File: config.mk
export PLATFORM = sky130hd
export DESIGN_NAME = mtrc_ctl
export DESIGN_NICKNAME = d
export VERILOG_FILES = /design/src/pkg/mtrc_pkg.sv /design/src/logic/mtrc_ctl.sv
export SDC_FILE = /design/constraint.sdc
export NUM_CORES = 1
export LEC_CHECK = 0
export BUFFER_PORTS_ARGS = -buffer_cell sky130_fd_sc_hd__buf_2
export CAP_MARGIN = 20
export CORE_AREA = 2 2 121 123
export DETAILED_ROUTE_END_ITERATION = 16
export DIE_AREA = 0 0 123 125
export HOLD_SLACK_MARGIN = 0.02
export PLACE_DENSITY_LB_ADDON = 0.12
export SLEW_MARGIN = 20
export SYNTH_ARGS = -nofsm -noshare
export SYNTH_HDL_FRONTEND = slang
export SYNTH_SLANG_ARGS = --single-unit
export TNS_END_PERCENT = 1
File: constraint.sdc
create_clock -name sys_clk -period 2.45 [get_ports sys_clk]
set_input_delay 0.245 -clock sys_clk [delete_from_list [all_inputs] [get_ports sys_clk]]
set_output_delay 0.245 -clock sys_clk [all_outputs]
set_load 0.005 [all_outputs]
File: src/pkg/mtrc_pkg.sv
package mtrc_pkg;
    typedef enum logic [2:0] {
        MTRC_UC  = 3'h0,
        MTRC_WC  = 3'h1,
        MTRC_WT  = 3'h4,
        MTRC_WP  = 3'h5,
        MTRC_WB  = 3'h6,
        MTRC_UCW = 3'h7
    } mtrc_type_t;
    localparam int MTRC_L3_DIS_BIT = 6;
    localparam int MTRC_ADDR_W     = 32;
    localparam int MTRC_LINE_LSB   = 6;
    localparam logic [7:0] MTRC_CMD_INV   = 8'h01;
    localparam logic [7:0] MTRC_CMD_WBACK = 8'h02;
    localparam logic [7:0] MTRC_CMD_FLUSH = 8'h03;
    localparam logic [63:0] MTRC_MISC_RST = 64'h0;
endpackage

File: src/logic/mtrc_ctl.sv
`timescale 1ns/1ps
`default_nettype none
module mtrc_ctl (
    input  wire logic                    sys_clk,
    input  wire logic                    nrst,
    input  wire logic                    clk_en,
    // type resolution
    input  wire logic                    global_nofill_flag,
    input  wire logic                    global_write_policy_flag,
    input  wire logic [2:0]              range_type,
    input  wire logic                    range_regs_off,
    input  wire logic [63:0]             page_attr_table,
    input  wire logic                    page_attr_sel,
    input  wire logic                    page_cache_off_bit,
    input  wire logic                    page_write_through_bit,
    output logic [2:0]                   eff_type,
    output logic                         eff_snoop,
    output logic                         eff_strict_order,
    output logic                         eff_impl_defined,
    output logic                         cache_fill_en,
    output logic                         read_hit_en,
    output logic                         l3_enable,
    // misc enable register access
    input  wire logic                    misc_wr,
    input  wire logic [63:0]             misc_wdata,
    output logic [63:0]                  misc_rdata,
    // maintenance requests
    input  wire logic                    req_valid,
    input  wire logic [1:0]              req_op,
    input  wire logic [31:0]             req_addr,
    output logic                         req_ready,
    output logic                         req_done,
    // internal cache engine handshake
    output logic                         wb_all_start,
    input  wire logic                    wb_all_done,
    output logic                         inv_all,
    output logic                         line_flush,
    output logic [31:0]                  line_flush_addr,
    // special bus cycle
    output logic                         bus_special,
    output logic [7:0]                   bus_special_code,
    // stores and code coherence
    input  wire logic                    store_valid,
    input  wire logic                    store_nontemporal,
    input  wire logic                    store_hits_code_line,
    input  wire logic                    store_hits_prefetch,
    input  wire logic                    store_hits_trace,
    input  wire logic                    snoop_hits_trace,
    input  wire logic                    serialize,
    output logic                         store_alloc,
    output logic                         code_line_inv,
    output logic                         prefetch_inv,
    output logic                         trace_inv,
    output logic                         icache_resync
);
    typedef enum logic [2:0] {
        MTRC_IDLE  = 3'b000,
        MTRC_WBALL = 3'b001,
        MTRC_INV   = 3'b010,
        MTRC_BUSWB = 3'b011,
        MTRC_BUSIN = 3'b100,
        MTRC_DONE  = 3'b101
    } mtrc_state_t;

    mtrc_state_t  state_r;
    mtrc_state_t  state_nxt;
    logic [63:0]  misc_r;
    logic         wb_mode_r;

    // entry select and combine with range type
    // entry select
    wire  [2:0]   pat_idx = {page_attr_sel, page_cache_off_bit,
                             page_write_through_bit};
    wire  [2:0]   pat_ent = page_attr_table[{pat_idx, 3'h0} +: 3];
    wire          flags_clr = !global_nofill_flag &&
                              !global_write_policy_flag;

    // returns {impl_defined, type}; in the table
    function automatic logic [3:0] mtrc_combine(input logic [2:0] rt,
                                                input logic [2:0] pe);
        logic [2:0] t;
        logic       u;
        t = 3'(mtrc_pkg::MTRC_UC);
        u = 1'b0;
        case (rt)
            3'(mtrc_pkg::MTRC_UC):
                t = (pe == 3'(mtrc_pkg::MTRC_WC)) ? 3'(mtrc_pkg::MTRC_WC)
                                                  : 3'(mtrc_pkg::MTRC_UC);
            3'(mtrc_pkg::MTRC_WC):
                if (pe == 3'(mtrc_pkg::MTRC_UC))
                    t = 3'(mtrc_pkg::MTRC_UC);
                else if (pe == 3'(mtrc_pkg::MTRC_WT) ||
                         pe == 3'(mtrc_pkg::MTRC_WP))
                    u = 1'b1;
                else
                    t = 3'(mtrc_pkg::MTRC_WC);
            3'(mtrc_pkg::MTRC_WT):
                if (pe == 3'(mtrc_pkg::MTRC_WC))
                    t = 3'(mtrc_pkg::MTRC_WC);
                else if (pe == 3'(mtrc_pkg::MTRC_WT) ||
                         pe == 3'(mtrc_pkg::MTRC_WB))
                    t = 3'(mtrc_pkg::MTRC_WT);
                else if (pe == 3'(mtrc_pkg::MTRC_WP))
                    u = 1'b1;
            3'(mtrc_pkg::MTRC_WB):
                t = (pe == 3'(mtrc_pkg::MTRC_UCW)) ? 3'(mtrc_pkg::MTRC_UC)
                                                   : pe;
            3'(mtrc_pkg::MTRC_WP):
                if (pe == 3'(mtrc_pkg::MTRC_WC))
                    t = 3'(mtrc_pkg::MTRC_WC);
                else if (pe == 3'(mtrc_pkg::MTRC_WB) ||
                         pe == 3'(mtrc_pkg::MTRC_WP))
                    t = 3'(mtrc_pkg::MTRC_WP);
                else if (pe != 3'(mtrc_pkg::MTRC_UC))
                    u = 1'b1;
            default: u = 1'b1;
        endcase
        if (u)
            t = 3'(mtrc_pkg::MTRC_UC);
        return {u, t};
    endfunction

    wire  [3:0]   comb = mtrc_combine(range_type, pat_ent);
    wire  [2:0]   comb_type = comb[2:0];
    wire          uc_from_range = range_type == 3'(mtrc_pkg::MTRC_UC);

    // combine only when flags clear; otherwise range type
    // no-fill alone leaves type as range says, uncached only by ranges
    wire  [2:0]   eff_type_nxt = range_regs_off ? 3'(mtrc_pkg::MTRC_UC) :
                                 flags_clr ? comb_type : range_type;
    // snoop unless uncached came from the ranges
    wire          snoop_nxt = !(range_regs_off || uc_from_range);

    // resolved attributes registered
    always_ff @(posedge sys_clk or negedge nrst)
    begin
        if (!nrst)
        begin
            eff_type         <= 3'(mtrc_pkg::MTRC_UC);
            eff_snoop        <= 1'b0;
            eff_strict_order <= 1'b1;
            eff_impl_defined <= 1'b0;
        end
        else if (clk_en)
        begin
            eff_type         <= eff_type_nxt;
            eff_snoop        <= snoop_nxt;
            // strict order only from uncached ranges
            eff_strict_order <= range_regs_off || uc_from_range;
            eff_impl_defined <= flags_clr && comb[3];
        end
    end

    // no-fill keeps read hits, stops fills
    assign cache_fill_en = !global_nofill_flag;
    assign read_hit_en   = 1'b1;

    // misc enable register
    always_ff @(posedge sys_clk or negedge nrst)
    begin
        if (!nrst)
            misc_r <= mtrc_pkg::MTRC_MISC_RST;
        else if (clk_en && misc_wr)
            misc_r <= misc_wdata;
    end
    assign misc_rdata = misc_r;
    assign l3_enable  = !misc_r[mtrc_pkg::MTRC_L3_DIS_BIT];

    // maintenance sequencer
    wire          take  = clk_en && req_valid && state_r == MTRC_IDLE;
    assign req_ready = state_r == MTRC_IDLE;

    always_comb
    begin
        state_nxt = state_r;
        case (state_r)
            MTRC_IDLE:
                if (req_valid)
                begin
                    if (req_op == 2'h1)
                        state_nxt = MTRC_WBALL;
                    else if (req_op == 2'h0)
                        state_nxt = MTRC_INV;
                    else
                        state_nxt = MTRC_DONE;
                end
            MTRC_WBALL:
                if (wb_all_done)
                    state_nxt = MTRC_INV;
            MTRC_INV:
                state_nxt = wb_mode_r ? MTRC_BUSWB : MTRC_BUSIN;
            MTRC_BUSWB:
                state_nxt = MTRC_BUSIN;
            MTRC_BUSIN:
                state_nxt = MTRC_DONE;
            MTRC_DONE:
                state_nxt = MTRC_IDLE;
            default:
                state_nxt = MTRC_IDLE;
        endcase
    end

    always_ff @(posedge sys_clk or negedge nrst)
    begin
        if (!nrst)
        begin
            state_r   <= MTRC_IDLE;
            wb_mode_r <= 1'b0;
        end
        else if (clk_en)
        begin
            state_r <= state_nxt;
            if (take)
                wb_mode_r <= req_op == 2'h1;
        end
    end

    always_ff @(posedge sys_clk or negedge nrst)
    begin
        if (!nrst)
        begin
            line_flush      <= 1'b0;
            line_flush_addr <= 32'h0;
        end
        else if (clk_en)
        begin
            line_flush <= take && req_op == 2'h2;
            if (take && req_op == 2'h2)
                line_flush_addr <= {req_addr[31:mtrc_pkg::MTRC_LINE_LSB],
                                    6'h0};
        end
    end

    // engine and bus strobes decoded from state
    assign wb_all_start = state_r == MTRC_WBALL;
    assign inv_all      = state_r == MTRC_INV;
    assign bus_special  = state_r == MTRC_BUSWB || state_r == MTRC_BUSIN;
    assign bus_special_code = (state_r == MTRC_BUSWB) ?
                              mtrc_pkg::MTRC_CMD_WBACK :
                              (state_r == MTRC_BUSIN) ?
                              mtrc_pkg::MTRC_CMD_INV : 8'h0;
    assign req_done     = state_r == MTRC_DONE;

    // store side coherence pulses
    always_ff @(posedge sys_clk or negedge nrst)
    begin
        if (!nrst)
        begin
            store_alloc   <= 1'b0;
            code_line_inv <= 1'b0;
            prefetch_inv  <= 1'b0;
            trace_inv     <= 1'b0;
            icache_resync <= 1'b0;
        end
        else if (clk_en)
        begin
            store_alloc   <= store_valid && !store_nontemporal &&
                             cache_fill_en;
            code_line_inv <= store_valid && store_hits_code_line;
            prefetch_inv  <= (store_valid && store_hits_prefetch) ||
                             serialize;
            trace_inv     <= (store_valid && store_hits_trace) ||
                             snoop_hits_trace;
            icache_resync <= serialize;
        end
    end

    // straddling store may issue twice; no merging here

    chk_wbinv_order: assert property (
        @(posedge sys_clk) disable iff (!nrst)
        clk_en && state_r == MTRC_INV && wb_mode_r |=>
        !clk_en || bus_special_code == mtrc_pkg::MTRC_CMD_WBACK)
        else $error("write-back cycle missing after invalidate");
    chk_inv_nowb: assert property (
        @(posedge sys_clk) disable iff (!nrst)
        take && req_op == 2'h0 |=> !clk_en || inv_all)
        else $error("invalidate-all did not invalidate next");
    chk_nt_alloc: assert property (
        @(posedge sys_clk) disable iff (!nrst)
        clk_en && store_valid && store_nontemporal |=> !store_alloc)
        else $error("non-temporal store allocated");
    chk_l3_bit: assert property (
        @(posedge sys_clk) disable iff (!nrst)
        l3_enable == !misc_rdata[mtrc_pkg::MTRC_L3_DIS_BIT])
        else $error("third-level enable mismatch");
    chk_trace_snoop: assert property (
        @(posedge sys_clk) disable iff (!nrst)
        clk_en && snoop_hits_trace |=> trace_inv)
        else $error("trace cache not invalidated");
    chk_uc_range: assert property (
        @(posedge sys_clk) disable iff (!nrst)
        clk_en && uc_from_range && !range_regs_off && flags_clr &&
        pat_ent != 3'(mtrc_pkg::MTRC_WC) |=>
        eff_type == 3'(mtrc_pkg::MTRC_UC) && !eff_snoop)
        else $error("uncached range resolution wrong");
    chk_undef_uc: assert property (
        @(posedge sys_clk) disable iff (!nrst)
        eff_impl_defined |-> eff_type == 3'(mtrc_pkg::MTRC_UC))
        else $error("undefined pair not uncached");
    chk_resync: assert property (
        @(posedge sys_clk) disable iff (!nrst)
        clk_en && serialize |=> icache_resync && prefetch_inv)
        else $error("serialize did not resync");
    chk_flush_line: assert property (
        @(posedge sys_clk) disable iff (!nrst)
        take && req_op == 2'h2 |=>
        line_flush && line_flush_addr[5:0] == 6'h0)
        else $error("line flush missing or unaligned");
    chk_code_inv: assert property (
        @(posedge sys_clk) disable iff (!nrst)
        clk_en && store_valid && store_hits_code_line |=> code_line_inv)
        else $error("code line not invalidated");
    chk_prefetch_inv: assert property (
        @(posedge sys_clk) disable iff (!nrst)
        clk_en && store_valid && store_hits_prefetch |=> prefetch_inv)
        else $error("prefetch queue not invalidated");
    chk_flag_type: assert property (
        @(posedge sys_clk) disable iff (!nrst)
        clk_en && !flags_clr && !range_regs_off |=>
        eff_type == $past(range_type))
        else $error("flags set but type not from ranges");
    cov_wbinv: cover property (@(posedge sys_clk) state_r == MTRC_BUSWB);
    cov_flush: cover property (@(posedge sys_clk) line_flush);
    cov_undef: cover property (@(posedge sys_clk) eff_impl_defined);
    cov_cache_off: cover property (@(posedge sys_clk)
        global_nofill_flag && range_regs_off && state_r == MTRC_BUSWB);
endmodule
`default_nettype wire

==> reports/metrics.csv <==
stage;metric;value;unit
outcome;status;complete, no violations;
clock_tree;clock_sinks;106;
clock_tree;cts_root_buffer;clkbuf_16;
job;maxCapViolCount;0;
clock_tree;postCtsHoldBufs;1;
setup_path;cp-start-kind;flop;
power;leakagePower;0.00319;uW
clock_tree;cts_buffers;9;
route;vias_per_cell;4.56;
clock_tree;clock_latency;0.35;ns
yosys;yosysTopAreaCellShare;57.6;%
placement;gp_congestion;0.808;
timing;drv_slew;0;
grt;antenna_found_initial;0;
power;ir_drop;359;uV
yosys;synth.largest_area_cell;dfrtp_1;
clock_tree;post_cts_buffers;0;
setup_path;worst_ep_arrival_time;2.12;ns
yosys;ys_types;46;
clock_tree;cts_tree;yes;
yosys;synth-seq-cells;106;
timing;slew_headroom;61.6;%
yosys;yosys-top-cells-count;dfrtp_1 (105), mux2_2 (66), mux2_1 (26);
setup_path;endpoint_kind;flop;
route;firstDrtPassIters;4;
yosys;yosysMostFrequentCell;dfrtp_1;
route;drt-total-wl;10600;um
clock_tree;h-tree-depth;3;
yosys;synthArstFlopShare;100;%
grt;grtUsageTotal;13.9;%
setup_path;path_max_fanout;27;
clock_tree;clk_path_buf_depth;2;
timing;hold_slack;0.106;ns
timing;finalHoldViolations;0;
layout;fillers;1375;
route;route.detailed.drc;0;
yosys;syn_avg_cell_area;14.0;um^2
floorplan;rows;44;
timing;fin_crit;1.90;ns
worst_hold_path;worst_hold_path_type;input pin to flop;
layout;n_antenna_cell;0;
setup_path;cp.required;2.67;ns
grt;grt_max_degree;49;
yosys;synth-main-ff-cell;dfrtp_1;
timing;worstMarginPinSlew;0.576;ns
floorplan;die_w;123;um
floorplan;core-area;0.0142;mm^2
route;via_count;3472;
floorplan;ios;308;
route;wl_per_cell;13.8;um
layout;drive_gt1_share;60.6;%
timing;tns;0;ns
grt;grt_pass1_wl;16500;um
clock_tree;clk_pin_slew;0.07;ns
timing;max_freq;526;MHz
yosys;ys_warn_count;0;
grt;grt_pass1_vias;3422;
route;dr.first_iter.drc_count;89;
yosys;synth.cell_area;0.00457;mm^2
yosys;synth_edf_count;0;
placement;io_buffers;248;
timing;finalCritPeriodShare;77.5;%
placement;place_hpwl;8220;um
clock_tree;cts_resized;0;
route;ant_nets;0;
timing;rsz0062_at_grt;no;
layout;utilization;44.3;%
floorplan;die_area;0.0154;mm^2
grt;overflow;0;
yosys;syn-instance-count;325;
setup_path;criticalPathCategory;flop to flop;
floorplan;die_h;125;um
floorplan;start_util;32.1;%
yosys;yosysSeqAreaShare;58.1;%
timing;finalSetupViolCount;0;
power;p_per_area;805;mW/mm^2
timing;finClkSkew;0.00473;ns
layout;area_growth;38.0;%
yosys;yosys-top-cells-area;dfrtp_1 (58%), mux2_2 (16%), mux2_1 (6.4%), mux4_2 (3.0%), buf_4 (2.6%);
layout;nets;758;
registers in the layout, indices dropped and copies added (netlist names):
register and count:
code_line_inv 1, eff_impl_defined 1, eff_snoop 1, eff_strict_order 1, eff_type 3, icache_resync 1
line_flush 1, line_flush_addr 26, misc_rdata 64, prefetch_inv 1, state_r 3, store_alloc 1
trace_inv 1, wb_mode_r 1
worst max-delay path, stage by stage, from the launching register on:
cell	delay, ns
dfrtp_1	0.46
nor3_1	0.30
and3_1	0.24
and3b_1	0.22
buf_12	0.20
mux2_1	0.34
kinds of logic (layout without fill, tap and decap cells):
family | after synthesis | count (layout) | synth area share (%)
buffers and inverters | 39 | 281 | 4.69
multiplexers | 102 | 102 | 27.0
AO/OA/AOI/OAI | 38 | 38 | 5.54
AND/OR/NAND/NOR | 38 | 38 | 4.49
flip-flops | 106 | 106 | 58.1
other | 2 | 13 | 0.164
routing by layer:
metal	routed length (um)	vias up	track usage [%]	share of wire [%]
li1	-	1628	-	-
met1	4040	1680	15.8	38
met2	5300	148	23.3	50
met3	989	16	5.06	9.4
met4	222	0	5.68	2.1
met5	0	-	0	0
through the flow:
stage                     cell area (um^2)  std cells  power [uW]  setup slack (ns)
final                                 6300        762        5070             0.551
after global routing                  6300        762        5410             0.426
after CTS                             6300        762        5180             0.539
after detailed placement              5990        746        3680             0.485
after global placement                5990        746        3640             0.509
after floorplan                       4610        336        2990             0.502
power by group:
group          leakage (uW)  total [uW]  switching [uW]  internal (uW)
clock network      0.000140        1460             656            799
registers           0.00128        2360             208           2150
logic               0.00177        1250             542            710
area by class of cell:
class / instances / area (um^2) / area share [%]
Inverter: 12 / 45.0 / 0.715
Multi-Input combinational cell: 191 / 1740 / 27.7
Tap cell: 184 / 230 / 3.66
Clock inverter: 6 / 73.8 / 1.17
Timing Repair Buffer: 254 / 1330 / 21.1
Clock buffer: 9 / 225 / 3.58
Sequential cell: 106 / 2650 / 42.1
cells in the final DEF, fill, tap and decap left out, types with 2 or more instances in the layout:
cell type and instances:
mux4_2 6, nor2_1 12, mux2_2 66, buf_4 3, a21o_1 2, inv_1 12
nor3_1 6, dfrtp_1 105, buf_2 247, o21ai_0 13, nand2_1 5, buf_12 3
a211oi_1 2, conb_1 13, mux2_1 26, a211o_1 2, a21oi_1 6, nand3_1 3
or2_2 2, clkbuf_16 9, clkinvlp_4 2, a22o_1 2
worst paths after layout:
path                                                       from                              end  slack, ns  cells past startpoint
worst max-delay path                     state_r[2]$_DFFE_PN0P_  line_flush_addr[13]$_DFFE_PN0P_       0.55                      5
worst min-delay path                                req_addr[6]   line_flush_addr[6]$_DFFE_PN0P_       0.11                      2
worst max register to register           state_r[2]$_DFFE_PN0P_  line_flush_addr[13]$_DFFE_PN0P_       0.55                      5
worst min register to register  line_flush_addr[12]$_DFFE_PN0P_  line_flush_addr[12]$_DFFE_PN0P_       0.48                      1
max in group asynchronous                                  nrst        code_line_inv$_DFFE_PN0P_       1.33                      3
min in group asynchronous                                  nrst       misc_rdata[55]$_DFFE_PN0P_       0.38                      2
Power figures use the tool's default switching activity.
